**src/logic/step_cal_pkg.sv**
```systemverilog
// Shared constants for the stepped-frequency radiometer sequencer.
// Assumes a single 100 MHz clock; all timing derives from the frame timing pulse, or from the fallback timer while that pulse is lost.
package step_cal_pkg;
  localparam int          CLK_HZ           = 100_000_000;
  localparam int          NUM_STEPS        = 8;
  localparam int          STEP_W           = 3;
  localparam int          LEVEL_W          = 2;
  localparam int          SUBCYCLES_PER_CAL = 16;
  localparam int          SUBCYC_W         = 4;
  // Calibration repeats every 2.91 hours, which is 16368 whole frames of 0.64 s.
  localparam int          CAL_PERIOD_MS    = 10_476_000;
  localparam int          FRAME_MS         = 640;
  localparam int          CAL_PERIOD_FRAMES = CAL_PERIOD_MS / FRAME_MS;
  localparam int          FRAME_CNT_W      = 15;
  // Fallback timer stands in for a lost frame pulse; slightly longer than a frame.
  localparam int          FALLBACK_MS      = 700;
  localparam longint      FALLBACK_CYCLES  = longint'(FALLBACK_MS) * (CLK_HZ / 1000);
  localparam int          FALLBACK_W       = 27;
  localparam logic [2:0]  STEP_RST         = 3'h0;
  localparam logic [1:0]  LEVEL_RST        = 2'h0;
  localparam logic [3:0]  SUBCYC_RST       = 4'h0;
  // Page id counter: the first subcycle of each 16-subcycle page shows frequency id.
  localparam logic [3:0]  PAGE_RST         = 4'h0;
endpackage : step_cal_pkg

```
**src/logic/pulse_fallback.sv**
```systemverilog
// Pulse source with fallback timer: passes the frame pulse through, or makes one when
// the frame pulse goes missing. Inputs are already synchronised and edge-detected.
`timescale 1ns/1ps
module pulse_fallback #(
  parameter longint TIMEOUT = 70_000_000,
  parameter int     W       = 27
) (
  input  wire logic i_mclk,
  input  wire logic i_rst_b,
  input  wire logic i_pulse,
  output logic      o_tick,
  output logic      o_lost
);
  logic [W-1:0] cnt_ff;

  // Count since the last tick; a timeout produces a substitute tick.
  always_ff @(posedge i_mclk or negedge i_rst_b) begin
    if (!i_rst_b) begin
      cnt_ff <= '0;
      o_tick <= 1'b0;
      o_lost <= 1'b0;
    end else if (i_pulse) begin
      cnt_ff <= '0;
      o_tick <= 1'b1;
      o_lost <= 1'b0;
    end else if (cnt_ff == W'(TIMEOUT - 1)) begin
      cnt_ff <= '0;
      o_tick <= 1'b1;   // Stepping continues unsynchronised
      o_lost <= 1'b1;
    end else begin
      cnt_ff <= cnt_ff + W'(1);
      o_tick <= 1'b0;
    end
  end
endmodule : pulse_fallback

```
**src/logic/step_cal_seq.sv**
```systemverilog
// Stepped-frequency radiometer step and calibration sequencer.
// Assumes pins arrive asynchronously and are synchronised here; one 100 MHz clock.
//
// Summary of operation
// - Each frame timing pulse advances the oscillator one step.
// - Eight steps make a subcycle, then wrap to the first step.
// - First subcycle of each page presents frequency identification instead of output.
// - Subcycles repeat continuously unless stepping is disabled.
// - A calibration cycle lasts sixteen subcycles.
// - Level held for a subcycle, then lowered over three more subcycles.
// - The four-level sequence runs four times in all.
// - At calibration end the antennas are reconnected.
// - Calibration starts once per 2.91 hours; antennas connected otherwise.
// - Calibrator feeds one preamp; the other sees a dummy load.
// - The calibrated preamp alternates each calibration cycle.
// - The applied calibration level is output.
// - Antenna and level controls follow only the timing pulses.
// - Disable command enters single frequency mode; calibration still runs.
// - Single-step command advances one step, bypassing frame pulse path.
// - The first frame tick aligns the step logic at power-on.
// - A fallback timer substitutes for a lost frame pulse.
`timescale 1ns/1ps
module step_cal_seq
  import step_cal_pkg::*;
#(
  parameter int     CAL_FRAMES     = step_cal_pkg::CAL_PERIOD_FRAMES,
  parameter longint FALLBACK_TICKS = step_cal_pkg::FALLBACK_CYCLES
) (
  input  wire logic                           i_mclk,
  input  wire logic                           i_rst_b,
  input  wire logic                           i_frame_timing_pulse,
  input  wire logic                           i_disable_stepping_command,
  input  wire logic                           i_enable_stepping_command,
  input  wire logic                           i_single_step_command,
  output logic [step_cal_pkg::STEP_W-1:0]     o_freq_step,
  output logic                                o_freq_id_select,
  output logic                                o_cal_active,
  output logic                                o_antenna_connected,
  output logic                                o_cal_preamp_sel,
  output logic [step_cal_pkg::LEVEL_W-1:0]    o_cal_level,
  output logic                                o_single_freq_mode,
  output logic                                o_timing_lost
);
  import step_cal_pkg::*;

  ////////////////////////////////////////////////////////////////////////////////
  // Synchronisers and rising-edge detection on the pins.
  logic [3:0] sync1_ff;
  logic [3:0] sync2_ff;
  logic [3:0] prev_ff;
  logic [3:0] rise;

  // First stage feeds only the second stage.
  always_ff @(posedge i_mclk or negedge i_rst_b) begin
    if (!i_rst_b) begin
      sync1_ff <= 4'h0;
      sync2_ff <= 4'h0;
      prev_ff  <= 4'h0;
    end else begin
      sync1_ff <= {i_single_step_command, i_enable_stepping_command,
                   i_disable_stepping_command, i_frame_timing_pulse};
      sync2_ff <= sync1_ff;
      prev_ff  <= sync2_ff;
    end
  end

  assign rise = sync2_ff & ~prev_ff;

  ////////////////////////////////////////////////////////////////////////////////
  // Frame tick, from the spacecraft pulse or the fallback timer.
  logic frame_tick;
  logic lost;

  pulse_fallback #(
    .TIMEOUT (FALLBACK_TICKS),
    .W       (FALLBACK_W)
  ) u_fallback (
    .i_mclk  (i_mclk),
    .i_rst_b (i_rst_b),
    .i_pulse (rise[0]),
    .o_tick  (frame_tick),
    .o_lost  (lost)
  );

  ////////////////////////////////////////////////////////////////////////////////
  // Mode latch: disable wins over enable if both arrive together, like a latching relay.
  logic single_ff;

  always_ff @(posedge i_mclk or negedge i_rst_b) begin
    if (!i_rst_b) begin
      single_ff <= 1'b0;
    end else if (rise[1]) begin
      single_ff <= 1'b1;
    end else if (rise[2]) begin
      single_ff <= 1'b0;
    end
  end

  ////////////////////////////////////////////////////////////////////////////////
  // Power-on alignment: the step counter holds at the first step through the first tick,
  // so the first subcycle after power-on starts cleanly at the first step.
  logic aligned_ff;

  always_ff @(posedge i_mclk or negedge i_rst_b) begin
    if (!i_rst_b) begin
      aligned_ff <= 1'b0;
    end else if (frame_tick) begin
      aligned_ff <= 1'b1;
    end
  end

  ////////////////////////////////////////////////////////////////////////////////
  // Frequency step counter.
  logic [STEP_W-1:0] step_ff;
  logic              auto_adv;
  logic              man_adv;
  logic              subcyc_end;

  assign auto_adv   = frame_tick && !single_ff && aligned_ff;
  assign man_adv    = rise[3] && single_ff;
  // Subcycle boundary is timed by frames even in single mode, so calibration proceeds.
  logic [STEP_W-1:0] frame_ph_ff;
  assign subcyc_end = frame_tick && aligned_ff && (frame_ph_ff == STEP_W'(NUM_STEPS - 1));

  always_ff @(posedge i_mclk or negedge i_rst_b) begin
    if (!i_rst_b) begin
      step_ff <= STEP_RST;
    end else if (auto_adv || man_adv) begin
      step_ff <= step_ff + STEP_W'(1);   // Wraps seven to zero
    end
  end

  // Frame phase within a subcycle; equals the step until single mode is first entered.
  always_ff @(posedge i_mclk or negedge i_rst_b) begin
    if (!i_rst_b) begin
      frame_ph_ff <= STEP_RST;
    end else if (frame_tick && aligned_ff) begin
      frame_ph_ff <= frame_ph_ff + STEP_W'(1);
    end
  end

  ////////////////////////////////////////////////////////////////////////////////
  // Page position: first subcycle of sixteen carries frequency identification.
  logic [3:0] page_ff;

  always_ff @(posedge i_mclk or negedge i_rst_b) begin
    if (!i_rst_b) begin
      page_ff <= PAGE_RST;
    end else if (subcyc_end) begin
      page_ff <= page_ff + 4'h1;
    end
  end

  ////////////////////////////////////////////////////////////////////////////////
  // Calibration interval, counted in frames only.
  logic [FRAME_CNT_W-1:0] interval_ff;
  logic                   due_ff;

  always_ff @(posedge i_mclk or negedge i_rst_b) begin
    if (!i_rst_b) begin
      interval_ff <= '0;
      due_ff      <= 1'b0;
    end else if (frame_tick && aligned_ff) begin
      if (interval_ff == FRAME_CNT_W'(CAL_FRAMES - 1)) begin
        interval_ff <= '0;
        due_ff      <= 1'b1;
      end else begin
        interval_ff <= interval_ff + FRAME_CNT_W'(1);
        if (subcyc_end) begin
          due_ff <= 1'b0;      // Start consumed at the boundary below.
        end
      end
    end
  end

  ////////////////////////////////////////////////////////////////////////////////
  // Calibration state: sixteen subcycles, level stepped every subcycle.
  logic                cal_ff;
  logic [SUBCYC_W-1:0] subcyc_ff;
  logic [LEVEL_W-1:0]  level_ff;
  logic                preamp_ff;

  always_ff @(posedge i_mclk or negedge i_rst_b) begin
    if (!i_rst_b) begin
      cal_ff    <= 1'b0;
      subcyc_ff <= SUBCYC_RST;
      level_ff  <= LEVEL_RST;
      preamp_ff <= 1'b0;
    end else if (subcyc_end) begin
      if (cal_ff) begin
        subcyc_ff <= subcyc_ff + SUBCYC_W'(1);
        level_ff  <= level_ff + LEVEL_W'(1);   // Four levels, four rounds
        if (subcyc_ff == SUBCYC_W'(SUBCYCLES_PER_CAL - 1)) begin
          cal_ff <= 1'b0;
        end
      end else if (due_ff) begin
        cal_ff    <= 1'b1;
        subcyc_ff <= SUBCYC_RST;
        level_ff  <= LEVEL_RST;
        preamp_ff <= ~preamp_ff;
      end
    end
  end

  ////////////////////////////////////////////////////////////////////////////////
  // Registered outputs.
  always_ff @(posedge i_mclk or negedge i_rst_b) begin
    if (!i_rst_b) begin
      o_freq_step         <= STEP_RST;
      o_freq_id_select    <= 1'b0;
      o_cal_active        <= 1'b0;
      o_antenna_connected <= 1'b1;
      o_cal_preamp_sel    <= 1'b0;
      o_cal_level         <= LEVEL_RST;
      o_single_freq_mode  <= 1'b0;
      o_timing_lost       <= 1'b0;
    end else begin
      o_freq_step         <= step_ff;
      o_freq_id_select    <= aligned_ff && (page_ff == PAGE_RST);
      o_cal_active        <= cal_ff;
      o_antenna_connected <= !cal_ff;
      o_cal_preamp_sel    <= preamp_ff;
      o_cal_level         <= level_ff;
      o_single_freq_mode  <= single_ff;
      o_timing_lost       <= lost;
    end
  end

  ////////////////////////////////////////////////////////////////////////////////
  // Assertions.
  a_step_advance: assert property (@(posedge i_mclk) disable iff (!i_rst_b)
    auto_adv |=> step_ff == $past(step_ff) + STEP_W'(1))
    else $error("step did not advance on frame tick");
  a_step_wrap: assert property (@(posedge i_mclk) disable iff (!i_rst_b)
    (auto_adv && step_ff == 3'h7) |=> step_ff == 3'h0)
    else $error("step did not wrap to first");
  a_single_hold: assert property (@(posedge i_mclk) disable iff (!i_rst_b)
    (single_ff && !man_adv) |=> $stable(step_ff))
    else $error("step moved in single mode");
  a_single_step: assert property (@(posedge i_mclk) disable iff (!i_rst_b)
    man_adv |=> step_ff == $past(step_ff) + STEP_W'(1))
    else $error("single step did not advance");
  a_cal_start_aligned: assert property (@(posedge i_mclk) disable iff (!i_rst_b)
    $rose(cal_ff) |-> frame_ph_ff == 3'h0 && level_ff == 2'h0)
    else $error("calibration started off boundary");
  a_cal_end_reconnect: assert property (@(posedge i_mclk) disable iff (!i_rst_b)
    $fell(cal_ff) |-> ##2 o_antenna_connected)
    else $error("antennas not reconnected");
  a_level_hold: assert property (@(posedge i_mclk) disable iff (!i_rst_b)
    (cal_ff && !subcyc_end) |=> $stable(level_ff))
    else $error("level changed inside subcycle");
  a_preamp_toggle: assert property (@(posedge i_mclk) disable iff (!i_rst_b)
    $rose(cal_ff) |-> preamp_ff != $past(preamp_ff))
    else $error("preamp did not alternate");
  a_antenna_excl: assert property (@(posedge i_mclk) disable iff (!i_rst_b)
    o_cal_active |-> !o_antenna_connected)
    else $error("antenna connected during calibration");
  a_fallback_tick: assert property (@(posedge i_mclk) disable iff (!i_rst_b)
    $rose(lost) |-> frame_tick)
    else $error("lost timing without substitute tick");

  c_cal_start: cover property (@(posedge i_mclk) disable iff (!i_rst_b) $rose(cal_ff));
  c_cal_end: cover property (@(posedge i_mclk) disable iff (!i_rst_b) $fell(cal_ff));
  c_single_step: cover property (@(posedge i_mclk) disable iff (!i_rst_b) man_adv);
  c_timing_lost: cover property (@(posedge i_mclk) disable iff (!i_rst_b) $rose(lost));
endmodule : step_cal_seq

```
**config.mk**
```make
export PLATFORM = sky130hd
export DESIGN_NAME = step_cal_seq
export DESIGN_NICKNAME = d
export VERILOG_FILES = /design/src/logic/step_cal_pkg.sv /design/src/logic/pulse_fallback.sv /design/src/logic/step_cal_seq.sv
export SDC_FILE = /design/constraint.sdc
export NUM_CORES = 1
export LEC_CHECK = 0
export CORE_MARGIN = 1
export CORE_UTILIZATION = 48
export CTS_CLUSTER_DIAMETER = 60
export DETAILED_ROUTE_END_ITERATION = 10
export DONT_BUFFER_PORTS = 1
export GPL_ROUTABILITY_DRIVEN = 1
export PLACE_DENSITY = 0.63
export SLEW_MARGIN = 20
export SYNTH_ARGS = -nofsm -noshare
export SYNTH_HDL_FRONTEND = slang
export SYNTH_SLANG_ARGS = --single-unit
```
**constraint.sdc**
```tcl
create_clock -name i_mclk -period 2.6 [get_ports i_mclk]
set_input_delay 0.39 -clock i_mclk [delete_from_list [all_inputs] [get_ports i_mclk]]
set_output_delay 0.39 -clock i_mclk [all_outputs]
set_load 0.005 [all_outputs]
```
## Word-level counts from Yosys, hierarchy flattened

Index checks and enable logic that the tools add are counted.

- Logic and storage cells: 75
- Output and inout bits: 11
- Input port bits: 6
- Flip-flop bits (word level): 88

- Multiplexer cells: 18
- Add/sub/neg operators: 7
- Reductions and logical operators: 17
- Bitwise operators: 4
- Equality and inequality tests: 4

Operators by type and width:

| operator | count |
|---|---|
| 27-bit two-way mux | 2 |
| 27-bit by 1-bit adder with 27-bit output (second input constant) | 1 |
| 27-bit equality test (second input constant) | 1 |
| 15-bit by 1-bit adder with 15-bit output (second input constant) | 1 |
| 15-bit by 14-bit equality test with 1-bit output (second input constant) | 1 |
| 15-bit two-way mux | 1 |
| 1-bit two-way mux | 11 |
| 4-bit by 1-bit adder with 4-bit output (second input constant) | 2 |
| 4-bit two-way mux | 2 |
| 2-bit nonzero test | 4 |
| 3-bit by 1-bit adder with 3-bit output (second input constant) | 2 |
| 1-bit logical AND | 6 |
| 4-bit AND | 1 |
| 4-bit equality test (second input constant) | 1 |
| 4-bit logical NOT | 1 |
| 2-bit two-way mux | 2 |
| 4-bit NOT | 1 |
| 2-bit AND reduction | 2 |
| 3-bit equality test (second input constant) | 1 |
| 3-bit AND reduction | 1 |
| 2-bit by 1-bit adder with 2-bit output (second input constant) | 1 |
| 1-bit logical NOT | 2 |
| 1-bit NOT | 2 |
| 1-bit logical OR | 1 |

## Depth between registers and ports, before layout

Gate-level depths: netlist of the first run.

- Depth in word-level cells: 4
- Mapped depth: 7

## By module

From an unflattened synthesis of the first run, not the netlist that was laid out.

- Cells, all modules: 342
- Area total of the unflattened synthesis: 3882.5 µm²

By module, submodules not included:

| module | area an instance (µm²) | times used | cells each |
|---|---|---|---|
| step_cal_seq | 2285.9 | 1 | 189 |
| pulse_fallback | 1596.5 | 1 | 153 |

## Worst setup path before layout of the first run

Ideal clock, no wire load.

- Kind: flip-flop to flip-flop
- From: register u_fallback.cnt_ff[22]
- To: register u_fallback.cnt_ff[11]
- Setup slack: 394 ps
- Stages on the path, launching flop included: 7
- Buffers on the path: 1
- Setup time: 119 ps
- Arrival time: 2088 ps
- Cell sequence: dfrtp_1 -> or4b_1 -> or3_1 -> or4_4 -> o21ai_4 -> buf_6 -> nor2_1

- Cells in the longest elaborated chain, start to end: 3

RTL lines:

| item | line | text |
|---|---|---|
| start, declared | pulse_fallback.sv:14 | `logic [W-1:0] cnt_ff;` |
| start signal, assigned | pulse_fallback.sv:31 | `cnt_ff <= cnt_ff + W'(1);` |
| 27-bit equality test | pulse_fallback.sv:26 | `end else if (cnt_ff == W'(TIMEOUT - 1)) begin` |
| 27-bit two-way mux | pulse_fallback.sv:26 |  |
| 27-bit two-way mux | pulse_fallback.sv:22 | `end else if (i_pulse) begin` |

Every way passes these cells.
A chain may end at the register's enable or synchronous reset.

## Worst setup path after layout of the first run

- From: register u_fallback.cnt_ff[0]
- To: register u_fallback.cnt_ff[26]

- Cells in the longest elaborated chain, start to end: 3
- Elaborated cells between the ends (all ways): 4

RTL lines:

| item | line |
|---|---|
| 27-bit by 1-bit adder with 27-bit output or 27-bit equality test (tied branches) | pulse_fallback.sv:31, pulse_fallback.sv:26 |
| 27-bit two-way mux (*) | pulse_fallback.sv:26 |
| 27-bit two-way mux (*) | pulse_fallback.sv:22 |

Mark *: on every way between the ends. The rest lies on a longest branch, timed or not.

==> out/results.md, run 1 <==
| Parameter | This run | Unit |
|:---|:---|:---|
| Result of the run | completed | - |
| Total of buffers placed on input and output ports | 0 | - |
| Most common library cell in the layout ignoring fill and taps | sky130_fd_sc_hd__dfrtp_1 | - |
| Critical Path, Cell by Cell | ha_1, nand4_1, or4b_2, or3b_2, xor2_1, nor2_1 | - |
| Total Neg Setup Slack | 0 | ns |
| Hold Path Class | in -> reg | - |
| Crit path max fanout | 5 | - |
| Max_slew headroom | 55.4 | % |
| Worst setup SP type | flop | - |
| Leakage dissipation | 0.00184 | uW |
| Proportion of register bits with asynchronous set or reset after synthesis | 100 | % |
| TritonCTS clock tree | built | - |
| Post-Route Skew | 0.00760 | ns |
| Required time reported for the critical path endpoint | 2.84 | ns |
| Wire length after detailed routing | 6.07 | mm |
| Nets | 367 | - |
| Flip-flop and latch count after synthesis | 88 | - |
| Max-cap violations | 0 | - |
| Number of setup violations in the final report | 0 | - |
| IR drop worst, VDD | 0.389 | mV |
| Hold Startpoint | i_single_step_command | - |
| Vias after detailed routing | 2,396 | - |
| Final critical-path share of the clock period | 88.2 | % |
| Antenna violations before repair | 0 | - |
| Synthesized area | 3750 | sq um |
| Postcts setup bufs | 0 | - |
| Number of buffers and inverters on the critical path | 0 | - |
| Post-synth cell types | 42 | - |
| Slowest stage cell on the critical path | sky130_fd_sc_hd__or4b_2 | - |
| DP HPWL | 4.03 | mm |
| Die outline height | 90.4 | um |
| Placeable Area | 7410 | sq um |
| Post-layout min period | 2.29 | ns |
| Antenna diode instance count | 0 | - |
| DIE WIDTH | 90.4 | um |
| Via-per-instance ratio | 5.24 | - |
| Number of buffers on the longest clock path | 2 | - |
| Effective utilization at floorplan | 50.6 | % |
| Post-route DRC violation count | 0 | - |
| Total power density per cell area | 706 | nW/um^2 |
| Number of pins exceeding their max-slew limit in the final report | 0 | - |
| Critical path start-end classification | reg -> reg | - |
| Syn Nets | 359 | - |
| Final count of hold timing violations | 0 | - |
| Setup repair after global routing missed its margin | no | - |
| Max Clk Rate | 436 | MHz |
| Pre-antenna DRT Iters | 5 | - |
| Boundary pin count | 17 | - |
| Area delta synth->final | 9.64 | % |
| CTS Buf Count | 9 | - |
| Clock latency reported for the late side of the worst-skew pair | 0.35 | ns |
| EDFF count, synth | 0 | - |
| Clock sink count | 88 | - |
| Root Buffer | sky130_fd_sc_hd__clkbuf_8 | - |
| Post-DRT Antenna Nets | 0 | - |
| Top Family by Delay on Critical Path | simple AND/OR/NAND/NOR gates | - |
| Largest net degree at the start of global routing | 89 | - |
| Worst EP arrival | 2.53 | ns |
| First DRT Iteration DRCs | 157 | - |
| Slew of the pin with the lowest slew margin | 0.663 | ns |
| Sequential share of the synthesized area | 58.7 | % |
| Startpoint of the most critical register-to-register path | u_fallback.cnt_ff[0] | - |
| GRT Util Overall | 17.0 | % |
| End-of-flow core utilization | 55.5 | % |
| Via count of the first global-routing pass | 2,398 | - |
| Synthesized netlist cell count | 345 | - |
| Type of destination of the critical path | flop | - |
| Fraction of layout instances using a drive strength above 1 | 7.82 | % |
| Row count | 31 | - |
| Launch point of the critical path | u_fallback.cnt_ff[0] | - |
| Final weighted congestion of routability-driven global placement | 0.789 | - |
| Average detailed-routed wire length per instance | 13.3 | um |
| First-pass GRT wire length | 11.0 | mm |
| Commonest register cell after synthesis | sky130_fd_sc_hd__dfrtp_1 | - |
| Die Outline Area | 8170 | sq um |
| Post-Syn Area per Cell | 10.9 | sq um |
| Most frequent cells in the layout | 87 x sky130_fd_sc_hd__dfrtp_1, 47 x sky130_fd_sc_hd__nor2_1, 43 x sky130_fd_sc_hd__nand2_1 | - |
| H-tree levels | 3 | - |
| CTS clk-pin slew, worst paths | 0.08 | ns |
| Max stage delay on crit path | 0.75 | ns |
| YS warnings | 0 | - |
| Aggregate global routing overflow | 0 | - |
==> flip-flops by register name, summed over array words and instances (netlist names), 2 cells and up <==
signal             flops
frame_ph_ff            3
interval_ff           15
level_ff               2
o_cal_level            2
o_freq_step            3
page_ff                4
prev_ff                4
step_ff                3
subcyc_ff              4
sync1_ff               4
sync2_ff               4
u_fallback.cnt_ff     27
==> path summary, 6_finish.rpt <==
check	end	slack, ns	depth (start not counted)
setup / recovery	u_fallback.cnt_ff[26]	0.31	6
hold / removal	sync1_ff[3]	0.07	0
setup reg to reg	u_fallback.cnt_ff[26]	0.31	6
hold reg to reg	sync2_ff[1]	0.35	0
max in group asynchronous	o_antenna_connected	1.66	2
min in group asynchronous	level_ff[1]	0.60	2
==> synthesized netlist by cell type, types with 2 or more instances <==
cell / instances / share of area (%)
sky130_fd_sc_hd__and2_1: 5 / 0.83
sky130_fd_sc_hd__and4_1: 5 / 1.2
sky130_fd_sc_hd__a21o_1: 2 / 0.40
sky130_fd_sc_hd__nor4_1: 4 / 0.67
sky130_fd_sc_hd__a21oi_1: 3 / 0.40
sky130_fd_sc_hd__clkbuf_1: 5 / 0.50
sky130_fd_sc_hd__xor2_1: 19 / 4.4
sky130_fd_sc_hd__nor3_1: 7 / 0.93
sky130_fd_sc_hd__nand4_1: 11 / 1.8
sky130_fd_sc_hd__buf_6: 2 / 0.60
sky130_fd_sc_hd__ha_1: 8 / 2.7
sky130_fd_sc_hd__nor2_1: 47 / 4.7
sky130_fd_sc_hd__xnor2_1: 21 / 4.9
sky130_fd_sc_hd__nand3b_1: 4 / 0.80
sky130_fd_sc_hd__nand2_1: 43 / 4.3
sky130_fd_sc_hd__inv_1: 8 / 0.80
sky130_fd_sc_hd__and3_1: 9 / 1.5
sky130_fd_sc_hd__dfrtp_1: 87 / 58
sky130_fd_sc_hd__or2b_1: 2 / 0.40
sky130_fd_sc_hd__mux2i_1: 3 / 0.80
sky130_fd_sc_hd__o21ai_0: 13 / 1.7
sky130_fd_sc_hd__nand3_1: 17 / 2.3
==> worst reg2reg max path: cells and delay by family (launching register included) <==
family                   cells  cell delay, ns
AND/OR/NAND/NOR              4            1.41
flip-flops                   1            0.41
adder cells (fa/ha/maj)      1            0.23
XOR/XNOR                     1            0.14
==> power breakdown <==
part           switching (uW)  internal (uW)  leakage (uW)
logic                     139            135      0.000590
registers                 125           1530       0.00115
clock network             473            501      0.000102
total                     738           2170       0.00184
==> logic make-up (layout without fill, tap and decap cells) <==
kind of cell / count (synthesis) / in the layout / synth area share [%]
multiplexers: 4 / 4 / 1.10
XOR/XNOR: 40 / 40 / 9.34
buffers and inverters: 15 / 28 / 1.90
AND/OR/NAND/NOR: 166 / 166 / 22.2
flip-flops: 88 / 88 / 58.7
AO/OA/AOI/OAI: 24 / 24 / 4.04
adder cells (fa/ha/maj): 8 / 8 / 2.67
==> routing by layer <==
| layer | vias to the layer above | share of wire, % | routed length [um] | track usage, % |
|---|---|---|---|---|
| li1 | 1184 | - | - | - |
| met4 | 0 | 1.7 | 106 | 8.47 |
| met5 | - | 0 | 0 | 0 |
| met1 | 1157 | 49 | 2990 | 22.1 |
| met2 | 46 | 45 | 2730 | 26.3 |
| met3 | 9 | 4.0 | 242 | 4.38 |
==> metrics by stage <==
| step | cell area (sq um) | std cells | hold slack, ns | total power (uW) | setup slack, ns |
|---|---|---|---|---|---|
| 2_1_floorplan | 3750 | 345 | 0.0944 | 1870 | 0.394 |
| 3_3_place_gp | 3860 | 439 | 0.0960 | 1920 | 0.354 |
| 3_5_place_dp | 3860 | 439 | 0.0964 | 1930 | 0.331 |
| 4_1_cts | 4110 | 457 | 0.0480 | 2950 | 0.304 |
| 5_1_grt | 4110 | 457 | 0.0304 | 3070 | 0.200 |
| 6_report | 4110 | 457 | 0.0677 | 2900 | 0.306 |
==> layout make-up <==
cell class	count	area, sq um
flip-flops and latches	88	2200
inverters	8	30.0
multi-input cells	242	1480
fillers	639	3300
repair buffers	4	65.1
clock buffers	11	151
well taps	99	124
clock inverters	5	62.6
==> repair_timing <==
action,in CTS,in global routing
endpoints found under the hold margin,88,0
gates resized for setup,0,0
hold buffers,2,0
(Power assumes the default switching activity.)
==> run 2: changes to the inputs <==
--- a/config.mk
+++ b/config.mk
@@ -12,6 +12,7 @@
 export DONT_BUFFER_PORTS = 1
 export GPL_ROUTABILITY_DRIVEN = 1
 export PLACE_DENSITY = 0.63
+export REMOVE_ABC_BUFFERS = 1
 export SLEW_MARGIN = 20
 export SYNTH_ARGS = -nofsm -noshare
 export SYNTH_HDL_FRONTEND = slang
==> out/results.md, run 2 (synthesis results as in run 1) <==
| Parameter | This run | Unit |
|:---|:---|:---|
| Result of the run | completed | - |
| End-of-flow core utilization | 55.5 | % |
| Most common library cell in the layout ignoring fill and taps | sky130_fd_sc_hd__dfrtp_1 | - |
| Post-route DRC violation count | 0 | - |
| Number of placed instances with taps included | 439 | - |
| Die Outline Area | 8170 | sq um |
| Final critical-path share of the clock period | 88.7 | % |
| Total power density per cell area | 710 | nW/um^2 |
| Crit path max fanout | 5 | - |
| Die outline height | 90.4 | um |
| Via count of the first global-routing pass | 2,352 | - |
| Met1 Wirelength | 3.01 | mm |
| Final count of hold timing violations | 0 | - |
| Postcts setup bufs | 0 | - |
| H-tree levels | 3 | - |
| Root Buffer | sky130_fd_sc_hd__clkbuf_8 | - |
| Slew of the pin with the lowest slew margin | 0.657 | ns |
| Largest net degree at the start of global routing | 89 | - |
| Post-DRT Antenna Nets | 0 | - |
| TritonCTS clock tree | built | - |
| Number of pins exceeding their max-slew limit in the final report | 0 | - |
| Cell Count, Final, Fillers Out | 457 | - |
| Met3 routed wirelength | 121 | um |
| IR drop worst, VDD | 0.557 | mV |
| Boundary pin count | 17 | - |
| Type of destination of the critical path | flop | - |
| GRT Util Overall | 16.6 | % |
| Worst setup SP type | flop | - |
| Number of buffers on the longest clock path | 2 | - |
| DP HPWL | 4.02 | mm |
| Number of flip-flops under the largest register name | 27 | - |
| Effective utilization at floorplan | 50.6 | % |
| CTS clk-pin slew, worst paths | 0.09 | ns |
| Leakage dissipation | 0.00185 | uW |
| First DRT Iteration DRCs | 141 | - |
| Post-Route Skew | 0.0126 | ns |
| Area used by multi-input combinational logic | 1480 | sq um |
| Most frequent cells in the layout | 87 x sky130_fd_sc_hd__dfrtp_1, 47 x sky130_fd_sc_hd__nor2_1, 43 x sky130_fd_sc_hd__nand2_1 | - |
| Worst EP arrival | 2.56 | ns |
| Critical path start-end classification | reg -> reg | - |
| Clock sink count | 88 | - |
| Max_slew headroom | 55.7 | % |
| CTS Buf Count | 9 | - |
| Number of setup violations in the final report | 0 | - |
| Via-per-instance ratio | 5.16 | - |
| Wire length after detailed routing | 6.01 | mm |
| Placeable Area | 7410 | sq um |
| Pre-antenna DRT Iters | 6 | - |
| Top routing layer used | met4 | - |
| Max Clk Rate | 433 | MHz |
| Final Total Pwr | 2920 | uW |
| Max stage delay on crit path | 0.75 | ns |
| Required time reported for the critical path endpoint | 2.85 | ns |
| Max-cap violations | 0 | - |
| Setup repair after global routing missed its margin | no | - |
| Fraction of layout instances using a drive strength above 1 | 7.82 | % |
| Average detailed-routed wire length per instance | 13.2 | um |
| Vias after detailed routing | 2,358 | - |
| Slowest stage cell on the critical path | sky130_fd_sc_hd__or4b_2 | - |
| Total of buffers placed on input and output ports | 0 | - |
| Area delta synth->final | 9.61 | % |
| Hold Path Class | in -> reg | - |
| Clock latency reported for the late side of the worst-skew pair | 0.36 | ns |
| Final weighted congestion of routability-driven global placement | 0.787 | - |
| DIE WIDTH | 90.4 | um |
| Register with the most flip-flops | u_fallback.cnt_ff | - |
| Post-layout min period | 2.31 | ns |
| Flip-flop and latch area | 2200 | sq um |
| Nets | 367 | - |
| Row count | 31 | - |
| Biggest regs | u_fallback.cnt_ff x27, interval_ff x15 | - |
| Aggregate global routing overflow | 0 | - |
| Filler instances | 644 | - |
| Detail Route met2 WL | 2.76 | mm |
| Total Neg Setup Slack | 0 | ns |
| Antenna diode instance count | 0 | - |
| First-pass GRT wire length | 10.8 | mm |
| Antenna violations before repair | 0 | - |
| Critical Path, Cell by Cell | ha_1, nand4_1, or4b_2, or3b_2, xor2_1, nor2_1 | - |
==> run 2: power by group <==
group	internal, uW	switching, uW
combinational	134	140
clock	484	505
sequential	1530	127
total	2150	772
==> run 2: through the flow <==
| step | instance area (sq um) | hold slack (ns) | setup WS [ns] |
|---|---|---|---|
| global placement | 3860 | 0.0960 | 0.357 |
| detailed placement | 3860 | 0.0962 | 0.299 |
| finish | 4110 | 0.0521 | 0.293 |
| CTS | 4110 | 0.0309 | 0.288 |
| floorplan | 3710 | 0.0944 | 0.303 |
| global route | 4110 | 0.0313 | 0.135 |
==> run 2: routing by layer <==
| metal | global-route usage (%) | vias to the layer above |
|---|---|---|
| li1 | - | 1191 |
| met1 | 22.9 | 1134 |
| met2 | 25.6 | 25 |
| met3 | 2.78 | 8 |
| met4 | 7.66 | 0 |
| met5 | 0 | - |
==> run 2: repair_timing <==
| item | in CTS | in global routing |
|---|---|---|
| resized for setup | 0 | 0 |
| endpoints found under the hold margin | 88 | 0 |
| hold buffers | 2 | 0 |
==> run 2: critical path: cells and delay by family (launching register included) <==
family / cells / cell delay (ns)
xor+xnor: 1 / 0.15
simple gates: 4 / 1.41
fa+ha+maj: 1 / 0.22
flops: 1 / 0.42
==> run 2: worst paths after layout <==
path,startpoint,endpoint,slack (ns),cells past startpoint
min,i_enable_stepping_command,sync1_ff[2],0.05,0
max,u_fallback.cnt_ff[0],u_fallback.cnt_ff[26],0.29,6
max in group asynchronous,i_rst_b,u_fallback.cnt_ff[23],1.65,2
min reg2reg,sync1_ff[0],sync2_ff[0],0.36,0
max reg2reg,u_fallback.cnt_ff[0],u_fallback.cnt_ff[26],0.29,6
min in group asynchronous,i_rst_b,o_cal_level[0],0.57,2
==> run 2: area by class of cell <==
type                            count  share of cell area (%)
Sequential cell                    88                    53.6
Multi-Input combinational cell    242                    35.9
Clock buffer                       10                    3.35
Tap cell                           99                    3.01
Clock inverter                      6                    1.83
Timing Repair Buffer                4                    1.58
Inverter                            8                   0.730
